--- src/design/usart_pkg.sv ---
package usart_pkg;

  // register byte offsets
  localparam logic [7:0] OFS_DATA   = 8'h00;
  localparam logic [7:0] OFS_CSR_A  = 8'h04;
  localparam logic [7:0] OFS_CSR_B  = 8'h08;
  localparam logic [7:0] OFS_FORMAT = 8'h0C;
  localparam logic [7:0] OFS_BAUD   = 8'h10;

  // control_status_a bits
  localparam int A_RX_COMPLETE = 7;
  localparam int A_TX_COMPLETE = 6;
  localparam int A_TX_EMPTY    = 5;
  localparam int A_FRAME_ERR   = 4;
  localparam int A_OVERRUN     = 3;
  localparam int A_PARITY_ERR  = 2;

  // control_status_b bits
  localparam int B_RX_IRQ_EN    = 7;
  localparam int B_TXC_IRQ_EN   = 6;
  localparam int B_EMPTY_IRQ_EN = 5;
  localparam int B_RX_EN        = 4;
  localparam int B_TX_EN        = 3;
  localparam int B_SIZE_HI      = 2;
  localparam int B_RX_NINTH     = 1;
  localparam int B_TX_NINTH     = 0;

  // format register bits
  localparam int F_SYNC_MODE  = 6;
  localparam int F_PARITY_EN  = 5;
  localparam int F_PARITY_ODD = 4;
  localparam int F_TWO_STOP   = 3;
  localparam int F_SIZE_LO    = 1;

  localparam logic [2:0] SIZE_NINE_BITS = 3'h7;
  localparam logic [3:0] SIZE_BASE_BITS = 4'h5;

  // receive buffer entry layout
  localparam int ENT_WIDTH = 12;
  localparam int ENT_DOR   = 11;
  localparam int ENT_FE    = 10;
  localparam int ENT_PE    = 9;
  localparam int RX_DEPTH  = 2;

  localparam logic [11:0] BAUD_RESET = 12'h000;

  typedef enum logic [2:0] {
    TX_IDLE, TX_START, TX_DATA, TX_PARITY, TX_STOP1, TX_STOP2
  } tx_state_t;

  typedef enum logic [2:0] {
    RX_IDLE, RX_START, RX_DATA, RX_PARITY, RX_STOP
  } rx_state_t;

endpackage : usart_pkg

--- src/design/usart_rx_fifo.sv ---
`timescale 1ns/1ns
`default_nettype none

module usart_rx_fifo
  import usart_pkg::*;
#(
  parameter int WIDTH = ENT_WIDTH,
  parameter int DEPTH = RX_DEPTH
) (
  // clock and reset
  input  wire logic             pclk,
  input  wire logic             presetn,
  // control
  input  wire logic             flush,
  input  wire logic             push,
  input  wire logic [WIDTH-1:0] push_data,
  input  wire logic             pop,
  // status
  output logic      [WIDTH-1:0] head,
  output logic                  valid,
  output logic                  full
);

  localparam int CW = $clog2(DEPTH + 1);

  typedef struct packed {
    logic [DEPTH-1:0][WIDTH-1:0] mem;
    logic [CW-1:0]               count;
  } fifo_state_t;

  fifo_state_t s;
  fifo_state_t n;
  logic        do_pop;
  logic [CW-1:0] wr_idx;

  assign head  = s.mem[0];
  assign valid = (s.count != '0);
  assign full  = (s.count == CW'(DEPTH));

  always_comb begin
    n = s;
    do_pop = pop && valid;
    wr_idx = s.count;
    // head always sits at entry 0, so a pop shifts the rest down
    if (do_pop) begin
      for (int i = 0; i < DEPTH - 1; i++) begin
        n.mem[i] = s.mem[i + 1];
      end
      n.count = s.count - CW'(1);
      wr_idx = s.count - CW'(1);
    end
    if (push && (!full || do_pop)) begin
      n.mem[wr_idx] = push_data;
      n.count = n.count + CW'(1);
    end
    if (flush) begin
      n.count = '0;
    end
  end

  always_ff @(posedge pclk or negedge presetn) begin
    if (!presetn) begin
      s <= '0;
    end else begin
      s <= n;
    end
  end

endmodule : usart_rx_fifo

`default_nettype wire

--- src/design/usart_buffer_flag_logic.sv ---
// The register addresses and the APB interface to the registers are this design's own decisions.
`timescale 1ns/1ns
`default_nettype none

module usart_buffer_flag_logic
  import usart_pkg::*;
#(
  parameter int ADDR_W = 8
) (
  // apb slave
  input  wire logic              pclk,
  input  wire logic              presetn,
  input  wire logic              psel,
  input  wire logic              penable,
  input  wire logic              pwrite,
  input  wire logic [ADDR_W-1:0] paddr,
  input  wire logic [31:0]       pwdata,
  output logic      [31:0]       prdata,
  output logic                   pready,
  output logic                   pslverr,
  // interrupt requests and acknowledge
  output logic                   tx_buffer_empty_irq,
  output logic                   tx_complete_irq,
  output logic                   rx_complete_irq,
  input  wire logic              tx_complete_irq_ack,
  // serial pins
  output logic                   serial_out_pin,
  output logic                   serial_out_oe,
  input  wire logic              serial_in_pin,
  output logic                   serial_in_taken,
  input  wire logic              transfer_clock_pin
);

  typedef struct packed {
    logic             pready;
    logic             pslverr;
    logic [31:0]      prdata;
    logic [7:0]       ctl_b;
    logic [6:0]       format;
    logic [11:0]      baud;
    logic [8:0]       tx_buf;
    logic             tx_buf_full;
    logic             tx_complete_flag;
    logic             tx_active;
    tx_state_t        tx_state;
    logic [3:0]       tx_cnt;
    logic [8:0]       tx_shift;
    logic [11:0]      tx_div;
    logic             tx_par;
    logic             tx_line;
    logic [1:0]       rxd_sync;
    logic [2:0]       xck_sync;
    rx_state_t        rx_state;
    logic [3:0]       rx_cnt;
    logic [8:0]       rx_shift;
    logic [11:0]      rx_div;
    logic             rx_par;
    logic             rx_pe;
    logic [ENT_WIDTH-1:0] rx_hold;
    logic             rx_pending;
    logic             rx_ovr;
    logic             irq_empty;
    logic             irq_txc;
    logic             irq_rxc;
  } state_t;

  state_t s;
  state_t n;

  logic [ENT_WIDTH-1:0] fifo_head;
  logic [ENT_WIDTH-1:0] fifo_data;
  logic                 fifo_valid;
  logic                 fifo_full;
  logic                 fifo_push;
  logic                 fifo_pop;
  logic                 fifo_flush;
  logic [2:0]           size_code;
  logic [3:0]           nbits;
  logic                 sync_mode;
  logic                 par_en;
  logic                 par_odd;
  logic                 rxd;
  logic                 xck_rise;
  logic                 xck_fall;
  logic                 tx_tick;
  logic                 rx_tick;
  logic                 first_access;
  logic                 done;
  logic                 hit;
  logic                 data_wr;
  logic [ENT_WIDTH-1:0] head_q;
  logic [ENT_WIDTH-1:0] new_entry;

  usart_rx_fifo #(
    .WIDTH (ENT_WIDTH),
    .DEPTH (RX_DEPTH)
  ) u_rx_fifo (
    .pclk      (pclk),
    .presetn   (presetn),
    .flush     (fifo_flush),
    .push      (fifo_push),
    .push_data (fifo_data),
    .pop       (fifo_pop),
    .head      (fifo_head),
    .valid     (fifo_valid),
    .full      (fifo_full)
  );

  assign prdata              = s.prdata;
  assign pready              = s.pready;
  assign pslverr             = s.pslverr;
  assign tx_buffer_empty_irq = s.irq_empty;
  assign tx_complete_irq     = s.irq_txc;
  assign rx_complete_irq     = s.irq_rxc;
  assign serial_out_pin      = s.tx_line;
  assign serial_out_oe       = s.tx_active;
  assign serial_in_taken     = s.ctl_b[B_RX_EN];

  always_comb begin
    n = s;
    fifo_push = 1'b0;
    fifo_pop = 1'b0;
    fifo_flush = 1'b0;
    fifo_data = '0;
    new_entry = '0;
    data_wr = 1'b0;

    // format fields serve transmitter and receiver alike
    size_code = {s.ctl_b[B_SIZE_HI], s.format[F_SIZE_LO +: 2]};
    nbits = (size_code == SIZE_NINE_BITS) ? 4'h9
          : SIZE_BASE_BITS + {2'h0, size_code[1:0]};
    sync_mode = s.format[F_SYNC_MODE];
    par_en = s.format[F_PARITY_EN];
    par_odd = s.format[F_PARITY_ODD];

    // pin synchronisers; stage 0 feeds stage 1 only
    n.rxd_sync = {s.rxd_sync[0], serial_in_pin};
    n.xck_sync = {s.xck_sync[1:0], transfer_clock_pin};
    rxd = s.rxd_sync[1];
    xck_rise = s.xck_sync[1] && !s.xck_sync[2];
    xck_fall = !s.xck_sync[1] && s.xck_sync[2];
    tx_tick = sync_mode ? xck_fall : (s.tx_div == '0);
    rx_tick = sync_mode ? xck_rise : (s.rx_div == '0);
    head_q = fifo_valid ? fifo_head : '0;

    // apb: one wait state, answer registered
    first_access = psel && penable && !s.pready;
    done = psel && penable && s.pready;
    hit = (paddr == ADDR_W'(OFS_DATA)) || (paddr == ADDR_W'(OFS_CSR_A))
       || (paddr == ADDR_W'(OFS_CSR_B)) || (paddr == ADDR_W'(OFS_FORMAT))
       || (paddr == ADDR_W'(OFS_BAUD));
    n.pready = first_access;
    n.pslverr = first_access && !hit;
    if (first_access) begin
      n.prdata = '0;
      if (paddr == ADDR_W'(OFS_DATA)) begin
        n.prdata[7:0] = head_q[7:0];
      end else if (paddr == ADDR_W'(OFS_CSR_A)) begin
        n.prdata[A_RX_COMPLETE] = fifo_valid;
        n.prdata[A_TX_COMPLETE] = s.tx_complete_flag;
        n.prdata[A_TX_EMPTY] = !s.tx_buf_full;
        n.prdata[A_FRAME_ERR] = head_q[ENT_FE];
        n.prdata[A_OVERRUN] = head_q[ENT_DOR];
        n.prdata[A_PARITY_ERR] = head_q[ENT_PE];
      end else if (paddr == ADDR_W'(OFS_CSR_B)) begin
        n.prdata[7:0] = s.ctl_b;
        n.prdata[B_RX_NINTH] = head_q[8];
      end else if (paddr == ADDR_W'(OFS_FORMAT)) begin
        n.prdata[6:0] = s.format;
      end else if (paddr == ADDR_W'(OFS_BAUD)) begin
        n.prdata[11:0] = s.baud;
      end
    end
    if (done && hit && pwrite) begin
      if (paddr == ADDR_W'(OFS_DATA)) begin
        // the ninth bit is taken from control b at this moment
        n.tx_buf = {s.ctl_b[B_TX_NINTH], pwdata[7:0]};
        n.tx_buf_full = 1'b1;
        data_wr = 1'b1;
      end else if (paddr == ADDR_W'(OFS_CSR_A)) begin
        // empty and error bits are read-only here
        if (pwdata[A_TX_COMPLETE]) begin
          n.tx_complete_flag = 1'b0;
        end
      end else if (paddr == ADDR_W'(OFS_CSR_B)) begin
        n.ctl_b = pwdata[7:0];
      end else if (paddr == ADDR_W'(OFS_FORMAT)) begin
        n.format = pwdata[6:0];
      end else if (paddr == ADDR_W'(OFS_BAUD)) begin
        n.baud = pwdata[11:0];
      end
    end
    if (done && !pwrite && paddr == ADDR_W'(OFS_DATA)) begin
      fifo_pop = 1'b1;
    end
    if (tx_complete_irq_ack) begin
      n.tx_complete_flag = 1'b0;
    end

    // transmitter
    if (s.ctl_b[B_TX_EN]) begin
      n.tx_active = 1'b1;
    end else if (!s.tx_buf_full && s.tx_state == TX_IDLE) begin
      n.tx_active = 1'b0;
    end
    if (s.tx_state == TX_IDLE || s.tx_div == '0) begin
      n.tx_div = s.baud;
    end else begin
      n.tx_div = s.tx_div - 12'h001;
    end
    if (tx_tick) begin
      case (s.tx_state)
        TX_START: begin
          n.tx_line = s.tx_shift[0];
          n.tx_par = s.tx_shift[0];
          n.tx_shift = s.tx_shift >> 1;
          n.tx_cnt = 4'h1;
          n.tx_state = TX_DATA;
        end
        TX_DATA: begin
          if (s.tx_cnt == nbits) begin
            if (par_en) begin
              n.tx_line = s.tx_par ^ par_odd;
              n.tx_state = TX_PARITY;
            end else begin
              n.tx_line = 1'b1;
              n.tx_state = TX_STOP1;
            end
          end else begin
            n.tx_line = s.tx_shift[0];
            n.tx_par = s.tx_par ^ s.tx_shift[0];
            n.tx_shift = s.tx_shift >> 1;
            n.tx_cnt = s.tx_cnt + 4'h1;
          end
        end
        TX_PARITY: begin
          n.tx_line = 1'b1;
          n.tx_state = TX_STOP1;
        end
        TX_STOP1: begin
          n.tx_state = s.format[F_TWO_STOP] ? TX_STOP2 : TX_IDLE;
        end
        TX_STOP2: begin
          n.tx_state = TX_IDLE;
        end
        default: begin
          n.tx_state = TX_IDLE;
        end
      endcase
      if (s.tx_state != TX_IDLE && n.tx_state == TX_IDLE
          && !s.tx_buf_full) begin
        n.tx_complete_flag = 1'b1;
      end
    end
    // load straight from idle or right after the last stop bit
    if (n.tx_state == TX_IDLE && s.tx_active && s.tx_buf_full) begin
      n.tx_shift = s.tx_buf;
      n.tx_buf_full = data_wr;
      n.tx_state = TX_START;
      n.tx_line = 1'b0;
    end else if (n.tx_state == TX_IDLE) begin
      n.tx_line = 1'b1;
    end

    // receiver
    if (!s.ctl_b[B_RX_EN]) begin
      // disabling is immediate and drops everything unread
      n.rx_state = RX_IDLE;
      n.rx_pending = 1'b0;
      n.rx_ovr = 1'b0;
      fifo_flush = 1'b1;
    end else begin
      n.rx_div = (s.rx_div == '0) ? s.baud : s.rx_div - 12'h001;
      new_entry = {s.rx_ovr, !rxd, s.rx_pe, s.rx_shift};
      case (s.rx_state)
        RX_IDLE: begin
          if (!rxd && (!sync_mode || xck_rise)) begin
            if (s.rx_pending && fifo_full) begin
              n.rx_ovr = 1'b1;
            end
            n.rx_shift = '0;
            n.rx_par = 1'b0;
            n.rx_pe = 1'b0;
            n.rx_cnt = '0;
            n.rx_div = {1'b0, s.baud[11:1]};
            n.rx_state = sync_mode ? RX_DATA : RX_START;
          end
        end
        RX_START: begin
          // mid-bit recheck rejects glitches as start bits
          if (s.rx_div == '0) begin
            n.rx_state = rxd ? RX_IDLE : RX_DATA;
          end
        end
        RX_DATA: begin
          if (rx_tick) begin
            n.rx_shift[s.rx_cnt] = rxd;
            n.rx_par = s.rx_par ^ rxd;
            n.rx_cnt = s.rx_cnt + 4'h1;
            if (s.rx_cnt == nbits - 4'h1) begin
              n.rx_state = par_en ? RX_PARITY : RX_STOP;
            end
          end
        end
        RX_PARITY: begin
          if (rx_tick) begin
            n.rx_pe = s.rx_par ^ rxd ^ par_odd;
            n.rx_state = RX_STOP;
          end
        end
        RX_STOP: begin
          // only the first stop bit is looked at
          if (rx_tick) begin
            n.rx_state = RX_IDLE;
            if (!s.rx_pending && !fifo_full) begin
              fifo_push = 1'b1;
              fifo_data = new_entry;
              n.rx_ovr = 1'b0;
            end else if (!s.rx_pending) begin
              n.rx_hold = new_entry;
              n.rx_pending = 1'b1;
            end
          end
        end
        default: begin
          n.rx_state = RX_IDLE;
        end
      endcase
      if (s.rx_pending && !fifo_full) begin
        fifo_push = 1'b1;
        fifo_data = s.rx_hold;
        fifo_data[ENT_DOR] = s.rx_ovr;
        n.rx_pending = 1'b0;
        n.rx_ovr = 1'b0;
      end
    end

    n.irq_empty = s.ctl_b[B_EMPTY_IRQ_EN] && !n.tx_buf_full;
    n.irq_txc = s.ctl_b[B_TXC_IRQ_EN] && n.tx_complete_flag;
    n.irq_rxc = s.ctl_b[B_RX_IRQ_EN] && fifo_valid;
  end

  always_ff @(posedge pclk or negedge presetn) begin
    if (!presetn) begin
      s <= '0;
      s.tx_line <= 1'b1;
      s.baud <= BAUD_RESET;
    end else begin
      s <= n;
    end
  end

endmodule : usart_buffer_flag_logic

`default_nettype wire

--- config.mk ---
export PLATFORM = sky130hd
export DESIGN_NAME = usart_buffer_flag_logic
export DESIGN_NICKNAME = d
export VERILOG_FILES = /design/src/design/usart_pkg.sv /design/src/design/usart_rx_fifo.sv /design/src/design/usart_buffer_flag_logic.sv
export SDC_FILE = /design/constraint.sdc
export NUM_CORES = 1
export LEC_CHECK = 0
export ABC_AREA = 1
export BUFFER_PORTS_ARGS = -buffer_cell sky130_fd_sc_hd__buf_4
export CAP_MARGIN = 20
export CORE_MARGIN = 2
export CORE_UTILIZATION = 50
export DETAILED_ROUTE_END_ITERATION = 10
export PLACE_DENSITY_LB_ADDON = 0.05
export SLEW_MARGIN = 15
export SYNTH_ARGS = -nofsm -noshare
export SYNTH_HDL_FRONTEND = slang
export SYNTH_HIERARCHICAL = 1
export SYNTH_SLANG_ARGS = --single-unit
export TNS_END_PERCENT = 1
--- constraint.sdc ---
create_clock -name pclk -period 2.6 [get_ports pclk]
set_clock_uncertainty 0.1 [all_clocks]
set_input_delay 0.26 -clock pclk [delete_from_list [all_inputs] [get_ports pclk]]
set_output_delay 0.26 -clock pclk [all_outputs]
set_load 0.1 [all_outputs]
# After elaboration in Yosys (flattened, before gate mapping)
# Cells that the tools add are included.
# Widths: inputs -> output; s select.
# totals
elab_cells	257
register_bits	160
inputBits	48
# classes
n_reduce_logical	74
addsub	8
order_cmp	4
bitwise	10
eq_ne	35
n_mux	93
# ops
cell	n
$mux 12	11
$pmux 13 s2	2
$mux 1	34
$mux 16	2
$mux 3	10
$mux 30	1
$mux 14	2
$logic_and 1x1->1	26
$bwmux 24	1
$logic_not 12->1	2
$sub 12x1->12 const B	2
$ne 3x3->1 const B	7
$mux 2	9
$eq 8x4->1 const B	2
$mux 4	4
$mux 8	2
$ne 4x4->1 const B	4
$pmux 3 s5	1
$reduce_and 5->1	3
$mux 13	1
$demux 12 s1	1
$eq 3x2->1 const B	4
$logic_not 3->1	4
$pmux 3 s4	1
39 further kinds	88

# Logic depth before layout (Yosys ltp)
# logic_depth
ltp_word	14
ltp_mapped	17
mapped_depth_nobuf	17

# By module
# Netlist, hierarchy kept.
# modules_own_cells
module	n_inst	seq_area_each_um2	area_per_inst_um2	cells_each
usart_buffer_flag_logic	1	3329.4	7573.5	935
usart_rx_fifo	1	650.6	1393.8	187

# Worst setup path after synthesis
# Ideal clock, no wire load.
# synth_path
kind	reg2reg
startpoint	reg s (netlist bit pready)
endpoint	reg u_rx_fifo.s (netlist bit u_rx_fifo/head[10])
arrival_ns	2.646
setup_slack_ns	-0.262
path_buffers	1
required_time_ns	2.384
stages_incl_launch_ff	13
path_cell_list	dfrtp_1 and3_1 inv_1 nor3_1 nand2_2 o21ai_0 inv_1 ha_1 inv_1 nor2_2 buf_4 nand2_1 nand2_1
# synth_rtl
element	line_no	source
start, declared	usart_buffer_flag_logic.sv:67	state_t s;
start signal, assigned	usart_buffer_flag_logic.sv:349	s <= n;
end signal, assigned	usart_rx_fifo.sv:65	s <= n;
end, declared	usart_rx_fifo.sv:31	fifo_state_t s;

==> results.toml <==
[timing]
finalMaxSlewViolations = 0
max_freq_ghz = 0.426
post-route-period-util_pct = 90.2
worst_pin_slew_ns = 0.792
grt_setup_unrepaired = "false"
hold_violations = 0
relSlewSlack_pct = 46.9
fin_crit_ns = 2.35
setup_viol = 0
hold-worst-slack_ns = 0.0659

[routing]
drt-initial-drc-count = 451
antenna_left = 0
drt-total-wl_mm = 22.3
drc_errors = 0
dr.pass1.iters = 5
vias = 7389
wl_per_cell_um = 15.7
viasPerCell = 5.20

[floorplanning]
rows = 48
io_pins = 88
start_util_pct = 51.5
dieArea_um2 = 19000
die_w_um = 138
fp.dieH_um = 138
core_area_um2 = 17400

[synth]
syn_inst = 1122
synth-edff-count = 0
synth_adder_area_share_pct = 2.09
synth-xor-area-share_pct = 2.73
synth-warning-count = 6
netlist_area_um2 = 8970
synth_top_family_by_area = "simple AND/OR/NAND/NOR gates"
async_reset_ff_share_pct = 100
muxShareOfSynthArea_pct = 0.753
synth_area_per_cell_um2 = 7.99
seq_area_frac_synth_pct = 44.4
synth_compound_area_share_pct = 11.0
ys.flop_type = "dfrtp_1"
synthSimpleGateAreaFrac_pct = 28.1
synth_cell_types = 56
synth_seq_cells = 159

[worst_setup_path]
crit_required_ns = 2.82
path_cells = "inv_1, ha_1, nand2_2, nor2_2, nand2_2, o21ai_4, inv_2, o21ai_1, nand2_2, nor2_4, inv_1, a21oi_4, nand2_1, buf_12, nand2_1, nand2_1"
worstPathArrival_ns = 2.56
r2r_slack_ns = 0.25
cpMaxStageDelayCell = "dfrtp_1"
start_kind = "flop"
end_kind = "flop"
crit_fanout = 12
cp_slowest_stage_delay_ns = 0.38
critPathKind = "flop to flop"

[layout]
multi_input_area_um2 = 4130
seqCellArea_um2 = 3980
area_growth_pct = 15.4
mostFrequentLayoutCells = "nand2_1 (327), dfrtp_1 (157), inv_1 (114)"
fill_cells = 1605
nets = 1245
final_common_cell = "nand2_1"
antennaDiodeCount = 0
final_util_pct = 59.4
drive_gt1_share_pct = 17.2

[clock_network]
numCtsBuffers = 17
clk_latency_ns = 0.43
clock_path_buffers = 2
cts_tree = "built"
clock-sinks = 159
htreeDepth = 4
cts_root_buffer = "clkbuf_16"
clk_pin_slew_worst_paths_ns = 0.06

[grt]
antenna_found_initial = 0
use_met3_pct = 4.28
grt_pass1_vias = 6973
top_usage_layer = "met2"
grt_max_degree = 61
grt_overflow = 0
grt_pass1_wl_mm = 35.8
grt_usage_pct = 24.8
grtUsageMet2_pct = 41.2
met1_usage_pct = 33.8

[pwr]
power.density_nw_per_um2 = 699
leakagePower_nw = 5.08
ir_worst_vdd_uv = 451
power_w = 0.00724

[run_status]
status = "finished clean"

[run]
drv_cap = 0

[placed_design]
dp_hpwl_mm = 16.3
portBuffers = 47
gp_congestion = 0.868

[worst_hold_path]
min_path_type = "input pin to flop"
layout make-up:
| class | instances | share of cell area (%) |
|---|---|---|
| timing repair buffer | 100 | 7.97 |
| clock inverter | 14 | 2.30 |
| tap | 225 | 2.72 |
| clock buffer | 18 | 4.24 |
| inverter | 122 | 4.45 |
| multi-input combinational | 782 | 39.9 |
| sequential | 159 | 38.5 |
where the power goes:
group | total (W) | switching (W) | internal (W)
Sequential | 0.00279 | 0.000149 | 0.00264
Clock | 0.00286 | 0.00103 | 0.00183
Combinational | 0.00159 | 0.00109 | 0.000495
worst max-delay path, delay by kind of cell, from the launching register on:
kind                     cells  cell delay (ns)
AND/OR/NAND/NOR              8             0.75
flip-flops                   1             0.38
buffers and inverters        4             0.35
adder cells (fa/ha/maj)      1             0.18
AO/OA/AOI/OAI                3             0.44
final timing paths:
kind | startpoint | to | depth (start not counted)
worst max-delay path | s[20] | u_rx_fifo/head[9] | 16
worst min-delay path | pwdata[7] | s[101] | 3
worst max register to register | s[20] | u_rx_fifo/head[9] | 16
worst min register to register | n[51] | rxd | 0
max in group asynchronous | presetn | s[41] | 3
min in group asynchronous | presetn | s[103] | 2
cells in the mapped netlist, types with 7 or more instances:
cell | count | area, um2
a21oi_1 | 42 | 210
o21ai_1 | 14 | 70.1
nand2_1 | 328 | 1230
nand4_1 | 21 | 131
inv_2 | 7 | 26.3
xor2_1 | 14 | 123
dfrtp_1 | 158 | 3950
nor2_2 | 10 | 62.6
o21ai_0 | 71 | 355
inv_1 | 114 | 428
nor3_1 | 19 | 95.1
nand2_2 | 11 | 68.8
buf_4 | 48 | 360
clkbuf_1 | 16 | 60.1
nor3b_2 | 8 | 100
buf_2 | 9 | 45.0
nand3_1 | 60 | 300
ha_1 | 15 | 188
nor2_1 | 61 | 229
xnor2_1 | 14 | 123
stage by stage:
stage | cell area (um2) | worst slack (ns) | TNS (ns) | std cells
after floorplan | 9040 | 0.0274 | 0 | 1141
after global placement | 9550 | -0.0511 | -0.459 | 1379
after detailed placement | 9550 | -0.0952 | -1.40 | 1379
after CTS | 10300 | 0.0478 | 0 | 1419
after global routing | 10400 | 0.0486 | 0 | 1420
final | 10400 | 0.255 | 0 | 1420
routing by layer:
metal,part of all wire [%],routed length [um]
met5,0,0
met4,1.3,298
met2,49,10900
met3,4.3,967
met1,45,10100
registers in the layout, summed over array words and instances (netlist names), 3 cells and up:
signal and count:
prdata 12, s 107, n 3, u_rx_fifo/s 14, u_rx_fifo/head 12
cells by family after synthesis:
| family | Yosys count |
|---|---|
| mux | 6 |
| compound gates | 167 |
| flops | 159 |
| buf+inv | 200 |
| xor+xnor | 28 |
| simple gates | 546 |
| other cells | 1 |
| fa+ha+maj | 15 |
what timing repair did:
item | in CTS | in global routing
gates resized for setup | 2 | 7
pin swaps | 0 | 1
endpoints found under the setup margin | 3 | 29
hold buffers | 8 | 0
hold endpoints to repair | 44 | 0
setup buffers | 0 | 1
Note: power is estimated with default switching activity, not from simulation.
